**config.mk**
```make
export PLATFORM = sky130hd
export DESIGN_NAME = frt_timer
export DESIGN_NICKNAME = d
export VERILOG_FILES = /design/src/pkg/frt_pkg.sv /design/src/design/frt_timer.sv
export SDC_FILE = /design/constraint.sdc
export NUM_CORES = 1
export LEC_CHECK = 0
export BUFFER_PORTS_ARGS = -buffer_cell sky130_fd_sc_hd__buf_2
export CAP_MARGIN = 20
export CORE_AREA = 2 2 87 89
export CTS_CLUSTER_SIZE = 40
export DETAILED_ROUTE_END_ITERATION = 7
export DIE_AREA = 0 0 89 91
export GPL_ROUTABILITY_DRIVEN = 1
export GPL_TIMING_DRIVEN = 0
export PLACE_DENSITY_LB_ADDON = 0.08
export SLEW_MARGIN = 20
export SYNTH_ARGS = -nofsm -noshare
export SYNTH_HDL_FRONTEND = slang
export SYNTH_SLANG_ARGS = --single-unit
```
**constraint.sdc**
```tcl
create_clock -name CORE_CLK_IN -period 4.45 [get_ports CORE_CLK_IN]
set_input_delay 0.2225 -clock CORE_CLK_IN [delete_from_list [all_inputs] [get_ports CORE_CLK_IN]]
set_output_delay 0.2225 -clock CORE_CLK_IN [all_outputs]
set_load 0.05 [all_outputs]
```
**src/pkg/frt_pkg.sv**
```systemverilog
// constants, field layout and control struct of the free-running timer
package frt_pkg;

  // register byte addresses
  localparam logic [15:0] ADDR_PORT2_DIR = 16'hff22;
  localparam logic [15:0] ADDR_TMC = 16'hff48;
  localparam logic [15:0] ADDR_CNT_LO = 16'hff10;
  localparam logic [15:0] ADDR_CNT_HI = 16'hff11;
  localparam logic [15:0] ADDR_CMP_LO = 16'hff12;
  localparam logic [15:0] ADDR_CMP_HI = 16'hff13;
  localparam logic [15:0] ADDR_CAP_LO = 16'hff14;
  localparam logic [15:0] ADDR_CAP_HI = 16'hff15;

  // reset values, counter wrap value and unmapped read data
  localparam logic [7:0] RST_PORT2_DIR = 8'hff;
  localparam logic [7:0] RST_TMC = 8'h00;
  localparam logic [15:0] RST_CMP = 16'hffff;
  localparam logic [15:0] RST_CNT = 16'h0000;
  localparam logic [15:0] RST_CAP = 16'h0000;
  localparam logic [15:0] CNT_ALL_ONES = 16'hffff;
  localparam logic [7:0] RD_UNMAPPED = 8'h00;

  // field positions in the mode control byte
  localparam int TMC_OUT_LEVEL = 7;
  localparam int TMC_OVF = 6;
  localparam int TMC_CAP_HI = 5;
  localparam int TMC_CAP_LO = 4;
  localparam int TMC_INV_EN = 3;
  localparam int TMC_CLK_HI = 2;
  localparam int TMC_CLK_LO = 1;
  localparam int TMC_PIN_EN = 0;

  // direction bit of the shared timer output pin
  localparam int DIR_OUT_PIN_BIT = 6;

  // count clock codes and prescaler
  localparam logic [1:0] CLK_SEL_FULL = 2'h0;
  localparam logic [1:0] CLK_SEL_DIV32 = 2'h1;
  localparam int PRESCALE_DIV = 32;
  localparam logic [4:0] PRESCALE_LAST = 5'(PRESCALE_DIV - 1);

  // capture edge codes
  localparam logic [1:0] CAP_OFF = 2'h0;
  localparam logic [1:0] CAP_RISE = 2'h1;
  localparam logic [1:0] CAP_FALL = 2'h2;
  localparam logic [1:0] CAP_BOTH = 2'h3;

  typedef struct packed {
    logic out_level;
    logic ovf;
    logic [1:0] cap_edge;
    logic inv_en;
    logic [1:0] clk_sel;
    logic pin_en;
  } tmc_s;

endpackage : frt_pkg

```
**src/design/frt_timer.sv**
```systemverilog
// 16-bit free-running timer with compare, capture and read buffer
//
// Contract
// - 16-bit counter free-runs, no clear on match
// - reset clears counter, then free-runs again
// - count equals compare raises interrupt request
// - compare accepts every 16-bit value
// - reset loads compare with all ones
// - capture latches count on selected trigger
// - edge field: off, rise, fall, both
// - clock field: full clock or divide-by-32
// - no capture while full clock selected
// - bit 7 shows output level, read-only
// - overflow sets bit 6; write 0 clears
// - bit 3 enables output inversion on match
// - bit 0 routes output to pin
// - reset clears mode control; byte writes
// - read buffer gives consistent 16-bit count
// - count undefined after stop release
// - direction bit 0 output, 1 input; reset FFH
// - match with inversion toggles pin, keeps counting
// - capture takes count within two count clocks
// - buffer freezes on low read, frees on high
`timescale 1ns/10ps
module frt_timer
  import frt_pkg::*;
(
  input wire logic CORE_CLK_IN,
  input wire logic RST_N_IN,
  input wire logic [15:0] ADDR_IN,
  input wire logic [7:0] WDATA_IN,
  input wire logic WR_IN,
  input wire logic RD_IN,
  output logic [7:0] RDATA_OUT,
  input wire logic CAPTURE_PIN_IN,
  output logic TIMER_PIN_OUT,
  output logic TIMER_PIN_OE_OUT,
  output logic MATCH_IRQ_OUT,
  output logic [7:0] PORT2_DIR_OUT
);

  //////////////////////////////////////////////////////////////////////////
  // decoding helpers

  function automatic logic wr_hit(input logic we, input logic [15:0] a,
                                  input logic [15:0] reg_addr);
    wr_hit = we && (a == reg_addr);
  endfunction : wr_hit

  function automatic logic cap_hit(input logic [1:0] sel, input logic rise,
                                   input logic fall);
    case (sel)
      CAP_RISE: cap_hit = rise;
      CAP_FALL: cap_hit = fall;
      CAP_BOTH: cap_hit = rise | fall;
      default: cap_hit = 1'b0;
    endcase
  endfunction : cap_hit

  //////////////////////////////////////////////////////////////////////////
  // state

  tmc_s tmc_q, tmc_d;
  logic [7:0] dir_q, dir_d;
  logic [15:0] cnt_q, cnt_d;
  logic [15:0] cmp_q, cmp_d;
  logic [15:0] cap_q, cap_d;
  logic [15:0] buf_q, buf_d;
  logic hold_q, hold_d;
  logic [4:0] pre_q, pre_d;
  logic [7:0] rdata_q, rdata_d;
  logic irq_q, irq_d;
  logic oe_q, oe_d;
  logic [2:0] sync_q, sync_d;
  logic pin_q, pin_d;

  logic tick;
  logic match;
  logic wrap;
  logic rise;
  logic fall;
  logic cap_now;

  //////////////////////////////////////////////////////////////////////////
  // count clock, match, capture edge

  always_comb begin
    pre_d = (pre_q == PRESCALE_LAST) ? 5'h0 : pre_q + 5'h1;
    // prohibited codes simply stop the count clock
    case (tmc_q.clk_sel)
      CLK_SEL_FULL: tick = 1'b1;
      CLK_SEL_DIV32: tick = (pre_q == PRESCALE_LAST);
      default: tick = 1'b0;
    endcase
    match = tick && (cnt_q == cmp_q);
    wrap = tick && (cnt_q == CNT_ALL_ONES);
    // three-stage synchroniser; stage 0 feeds stage 1 only
    sync_d = {sync_q[1:0], CAPTURE_PIN_IN};
    pin_d = (sync_q[1] == sync_q[2]) ? sync_q[2] : pin_q;
    rise = (sync_q[1] == sync_q[2]) && sync_q[2] && !pin_q;
    fall = (sync_q[1] == sync_q[2]) && !sync_q[2] && pin_q;
    cap_now = cap_hit(tmc_q.cap_edge, rise, fall) &&
              (tmc_q.clk_sel != CLK_SEL_FULL);
  end

  //////////////////////////////////////////////////////////////////////////
  // counter, compare, capture, read buffer

  always_comb begin
    cnt_d = tick ? cnt_q + 16'h0001 : cnt_q;
    cmp_d = cmp_q;
    if (wr_hit(WR_IN, ADDR_IN, ADDR_CMP_LO)) begin
      cmp_d[7:0] = WDATA_IN;
    end
    if (wr_hit(WR_IN, ADDR_IN, ADDR_CMP_HI)) begin
      cmp_d[15:8] = WDATA_IN;
    end
    // same-cycle latch is well inside the two count clock limit
    cap_d = cap_now ? cnt_q : cap_q;
    buf_d = hold_q ? buf_q : cnt_q;
    hold_d = hold_q;
    if (RD_IN && ADDR_IN == ADDR_CNT_LO) begin
      buf_d = cnt_q;
      hold_d = 1'b1;
    end else if (RD_IN && ADDR_IN == ADDR_CNT_HI) begin
      hold_d = 1'b0;
    end
  end

  //////////////////////////////////////////////////////////////////////////
  // mode control, direction, output pin, interrupt

  always_comb begin
    tmc_d = tmc_q;
    dir_d = dir_q;
    if (wr_hit(WR_IN, ADDR_IN, ADDR_TMC)) begin
      tmc_d.cap_edge = WDATA_IN[TMC_CAP_HI:TMC_CAP_LO];
      tmc_d.inv_en = WDATA_IN[TMC_INV_EN];
      tmc_d.clk_sel = WDATA_IN[TMC_CLK_HI:TMC_CLK_LO];
      tmc_d.pin_en = WDATA_IN[TMC_PIN_EN];
      if (!WDATA_IN[TMC_OVF]) begin
        tmc_d.ovf = 1'b0;
      end
    end
    // overflow set beats a same-cycle software clear
    if (wrap) begin
      tmc_d.ovf = 1'b1;
    end
    if (match && tmc_q.inv_en) begin
      tmc_d.out_level = !tmc_q.out_level;
    end
    if (wr_hit(WR_IN, ADDR_IN, ADDR_PORT2_DIR)) begin
      dir_d = WDATA_IN;
    end
    irq_d = match;
    // pin driven only with output enabled and direction set to output
    oe_d = tmc_d.pin_en && !dir_d[DIR_OUT_PIN_BIT];
  end

  //////////////////////////////////////////////////////////////////////////
  // read port

  always_comb begin
    rdata_d = RD_UNMAPPED;
    if (RD_IN) begin
      case (ADDR_IN)
        ADDR_PORT2_DIR: rdata_d = dir_q;
        ADDR_TMC: rdata_d = tmc_q;
        ADDR_CNT_LO: rdata_d = cnt_q[7:0];
        ADDR_CNT_HI: rdata_d = hold_q ? buf_q[15:8] : cnt_q[15:8];
        ADDR_CMP_LO: rdata_d = cmp_q[7:0];
        ADDR_CMP_HI: rdata_d = cmp_q[15:8];
        ADDR_CAP_LO: rdata_d = cap_q[7:0];
        ADDR_CAP_HI: rdata_d = cap_q[15:8];
        default: rdata_d = RD_UNMAPPED;
      endcase
    end
  end

  //////////////////////////////////////////////////////////////////////////
  // registers

  // count clock and capture pin front end
  always_ff @(posedge CORE_CLK_IN) begin
    if (!RST_N_IN) begin
      pre_q <= 5'h0;
      // idle level of the pin is low, so no false edge after reset
      sync_q <= 3'h0;
      pin_q <= 1'b0;
    end else begin
      pre_q <= pre_d;
      sync_q <= sync_d;
      pin_q <= pin_d;
    end
  end

  // counter, compare, capture and read buffer
  always_ff @(posedge CORE_CLK_IN) begin
    if (!RST_N_IN) begin
      cnt_q <= RST_CNT;
      cmp_q <= RST_CMP;
      cap_q <= RST_CAP;
      buf_q <= RST_CNT;
      hold_q <= 1'b0;
    end else begin
      cnt_q <= cnt_d;
      cmp_q <= cmp_d;
      cap_q <= cap_d;
      buf_q <= buf_d;
      hold_q <= hold_d;
    end
  end

  // mode control, direction, output pin and interrupt
  always_ff @(posedge CORE_CLK_IN) begin
    if (!RST_N_IN) begin
      tmc_q <= tmc_s'(RST_TMC);
      dir_q <= RST_PORT2_DIR;
      irq_q <= 1'b0;
      oe_q <= 1'b0;
    end else begin
      tmc_q <= tmc_d;
      dir_q <= dir_d;
      irq_q <= irq_d;
      oe_q <= oe_d;
    end
  end

  // read port
  always_ff @(posedge CORE_CLK_IN) begin
    if (!RST_N_IN) begin
      rdata_q <= RD_UNMAPPED;
    end else begin
      rdata_q <= rdata_d;
    end
  end

  assign RDATA_OUT = rdata_q;
  assign TIMER_PIN_OUT = tmc_q.out_level;
  assign TIMER_PIN_OE_OUT = oe_q;
  assign MATCH_IRQ_OUT = irq_q;
  assign PORT2_DIR_OUT = dir_q;

endmodule : frt_timer

```
==> results_tabular.tex <==
\begin{tabular}{lr}
\hline
Metric & Value \\
\hline
\multicolumn{2}{l}{\textbf{Placed design}} \\
Cells after DPL & 594 \\
Routability-driven placement congestion ratio & 0.917 \\
Post-detail-place hpwl & 7710 um \\
Number of buffer cells added on primary ports & 46 \\
Placed cell areas & about 0.0046 mm2 \\
\multicolumn{2}{l}{\textbf{Routing}} \\
WL final & 10600 um \\
Detailed-route vias per instance & 5.88 \\
Drt first pass iters & 7 \\
DRC Markers & 0 \\
Final routed wire length divided by cell count & 17.4 um \\
Vias after detailed routing & 3586 \\
Number of nets with antenna violations after routing & 0 \\
Number of DRC violations after detailed-routing iteration 0 & 391 \\
\multicolumn{2}{l}{\textbf{STA}} \\
Final critical-path required period & between 2000 and 2500 ps \\
Count of final setup violators & 0 \\
Setup repair after global routing missed its margin & no \\
Final max-slew violation count & 0 \\
Relative max-transition margin & 0.297 \\
Fin Setup TNS & 0 ps \\
Max Freq & 0.415 GHz \\
Portion of the clock cycle consumed by the worst path in the final layout & 0.541 \\
Slew of the pin with the lowest slew margin & 1040 ps \\
Final Hold Slack & 65.0 ps \\
Final Hold Fails & 0 \\
Largest clock skew in the final design & 9.01 ps \\
\multicolumn{2}{l}{\textbf{Cells and area}} \\
Fillers & 633 \\
Fraction of layout instances using a drive strength above 1 & 0.153 \\
Final antenna diode count & 0 \\
Final Non-Filler Cells & 610 \\
Final-stage net count & 540 \\
Storage element area & 0.00184 mm2 \\
Area occupied by multi-input gates & 0.00222 mm2 \\
Layout area overhead & 14.5\% \\
Post-route cell area & 0.00481 mm2 \\
\multicolumn{2}{l}{\textbf{Yosys}} \\
Syn\_area\_per\_cell & 9.36 um2 \\
Async set-or-reset flop fraction in the synthesized netlist & 0 \\
Post-synthesis cell type count & 45 \\
Warnings, synthesis & 0 \\
Gate Count Post-Synth & 449 \\
Largest cells by area after synthesis & dfxtp\_1 44\%, mux2i\_1 14\%, xor2\_1 5.2\% \\
Number of enable-type register cells in the synthesized netlist & 0 \\
Biggest area consumer among synthesized cells & dfxtp\_1 \\
Register bit total from synthesis & 92 \\
Most frequently used cell type in the post-synthesis netlist & dfxtp\_1 \\
Syn Std Cell Area & between 0.004 and 0.005 mm2 \\
Share of the yosys chip area belonging to registers & 0.438 \\
Top cell types by occurrence after synthesis & 92 x dfxtp\_1, 58 x mux2i\_1, 51 x nand2\_1 \\
Post-synth top flop & dfxtp\_1 \\
Post-synth net total & roughly 480 \\
Share of the synthesized area in the top cell type & 0.438 \\
\multicolumn{2}{l}{\textbf{Min path}} \\
Hold Crit Depth & 2 \\
Hold Path Class & input pin to flip-flop \\
Worst min-delay path startpoint & CAPTURE\_PIN\_IN \\
Min-Delay Endpoint & sync\_q[0] \\
\multicolumn{2}{l}{\textbf{Clock network}} \\
Maximum buffer depth of the clock tree & 2 \\
Root cell of the clock tree & clkbuf\_8 \\
Quantity of hold-fixing buffers added after cts & 0 \\
Post-cts repair resize count & 0 \\
Number of H-tree branching levels & 3 \\
Clock tree from TritonCTS & yes \\
Number of buffers added for setup after CTS & 0 \\
Clock transition at the registers of the reported paths & about 90 ps \\
Total CTS buffers & 9 \\
Clock latency reported for the late side of the worst-skew pair & around 370 ps \\
Clock net sink count & just over 90 \\
\multicolumn{2}{l}{\textbf{Setup path}} \\
Origin of the critical flop-to-flop path & pre\_q[0] \\
Maximum net fanout on the critical path & 5 \\
Endpoint class of the critical path & flip-flop \\
Critical path class & flip-flop to flip-flop \\
Required @ worst endpoint & 4700 ps \\
Number of cell instances on the worst register-to-register path & 8 \\
WP data arrival & approximately 2700 ps \\
End of the worst register-to-register path & cnt\_q[9] \\
Launching element type of the critical path & flip-flop \\
Worst-case register-to-register setup slack & 2040 ps \\
\multicolumn{2}{l}{\textbf{Run status}} \\
Run status & completed \\
\multicolumn{2}{l}{\textbf{Die}} \\
Chip Height & 91 um \\
Number of cell rows & 31 \\
Floorplan core area & 0.00714 mm2 \\
Floorplan die area & 0.00810 mm2 \\
Effective utilization at floorplan & 0.589 \\
Boundary Pins & 48 \\
Width of the die & a little under 90 um \\
\multicolumn{2}{l}{\textbf{Power and ir drop}} \\
Cell Pwr Density & 332 mW/mm2 \\
Maximum ir drop on the vdd rail & 207 uV \\
LEAKAGE & $\sim$1.8 nW \\
Overall power & 1.60 mW \\
\multicolumn{2}{l}{\textbf{GRT}} \\
Pin count of the biggest net entering global routing & 15 \\
Global router's overall resource usage & 0.275 \\
Aggregate global routing overflow & 0 \\
Number of antenna violations at the first check in global routing & 0 \\
Number of global-route vias before repair & 3402 \\
Wire length of the first global-routing pass & 16900 um \\
\multicolumn{2}{l}{\textbf{Job}} \\
Total of max-cap violations & 0 \\
\hline
\end{tabular}
kinds of logic (layout without fill, tap and decap cells):
group / count (synthesis) / after routing / synth area share
compound gates: 58 / 58 / 0.0952
flops: 92 / 92 / 0.438
mux: 58 / 58 / 0.138
xor+xnor: 32 / 32 / 0.0667
fa+ha+maj: 5 / 5 / 0.0149
buf+inv: 37 / 99 / 0.0360
simple gates: 167 / 167 / 0.211
sequential cells by signal, indices dropped and copies added (netlist names):
signal            cells
TIMER_PIN_OUT         1
RDATA_OUT             8
hold_q                1
TIMER_PIN_OE_OUT      1
tmc_q                 7
pre_q                 5
buf_q                 8
cnt_q                16
cap_q                16
cmp_q                16
sync_q                3
PORT2_DIR_OUT         8
pin_q                 1
MATCH_IRQ_OUT         1
metal layers:
layer  vias to the layer above  share of wire  routed length [um]  track usage
li1                       1697              -                   -            -
met1                      1728           0.43                4560        0.361
met2                       142           0.48                5100        0.430
met3                        19          0.069                 737       0.0555
met4                         0          0.021                 224        0.126
met5                         -              0                   0            0
worst max-delay path, cell delays in order (launching register included):
cell     delay, ps
dfxtp_1        360
ha_1           180
and3_1         170
ha_1           160
nor2b_1         80
nor4_1         890
nand4_1        230
xor2_1         180
nor2_1          50
layout by cell type (no fill, tap or decap), types with 3 or more instances in the layout:
cell type / instances
dfxtp_1: 92
mux2i_1: 58
nand2_1: 51
buf_2: 50
nor2_1: 50
clkbuf_1: 25
xor2_1: 25
a22oi_1: 16
a21oi_1: 11
nand3_1: 11
clkbuf_8: 11
o21ai_0: 10
nor3_1: 8
a222oi_1: 8
a31oi_1: 8
inv_1: 7
nand4_1: 7
xnor2_1: 7
nor4_1: 6
ha_1: 5
and3_1: 4
or4_1: 4
nor4_4: 3
and2_1: 3
bufinv_16: 3
metrics by stage:
step | worst slack (ps) | utilization
finish | 2040 | 0.674
global route | 1870 | 0.674
CTS | 2100 | 0.674
detailed placement | 2010 | 0.639
global placement | 2040 | 0.639
floorplan | 2430 | -
report_power, final:
part	internal, mW	switching [mW]	total (mW)
Combinational	0.0233	0.0426	0.0659
Sequential	0.828	0.00661	0.835
Clock	0.403	0.292	0.695
worst max-delay path by stage:
stage                startpoint            to  slack (ps)  depth (start not counted)
detailed placement  ADDR_IN[11]  RDATA_OUT[2]        2010                          7
finish                 pre_q[0]      cnt_q[9]        2040                          8
global route           pre_q[0]     cnt_q[15]        1870                          8
floorplan              pre_q[0]      cnt_q[8]        2430                          8
CTS                    pre_q[0]      cnt_q[9]        2100                          8
global placement     ADDR_IN[2]  RDATA_OUT[5]        2040                          6
cell type report:
| cell class | instances | share of cell area |
|---|---|---|
| multi-input combinational | 320 | 0.460 |
| sequential | 92 | 0.383 |
| timing repair buffer | 46 | 0.0478 |
| clock buffer | 12 | 0.0322 |
| tap | 99 | 0.0257 |
| buffer | 29 | 0.0252 |
| clock inverter | 4 | 0.0198 |
| inverter | 8 | 0.00624 |
Note: power is estimated with default switching activity, not from simulation.
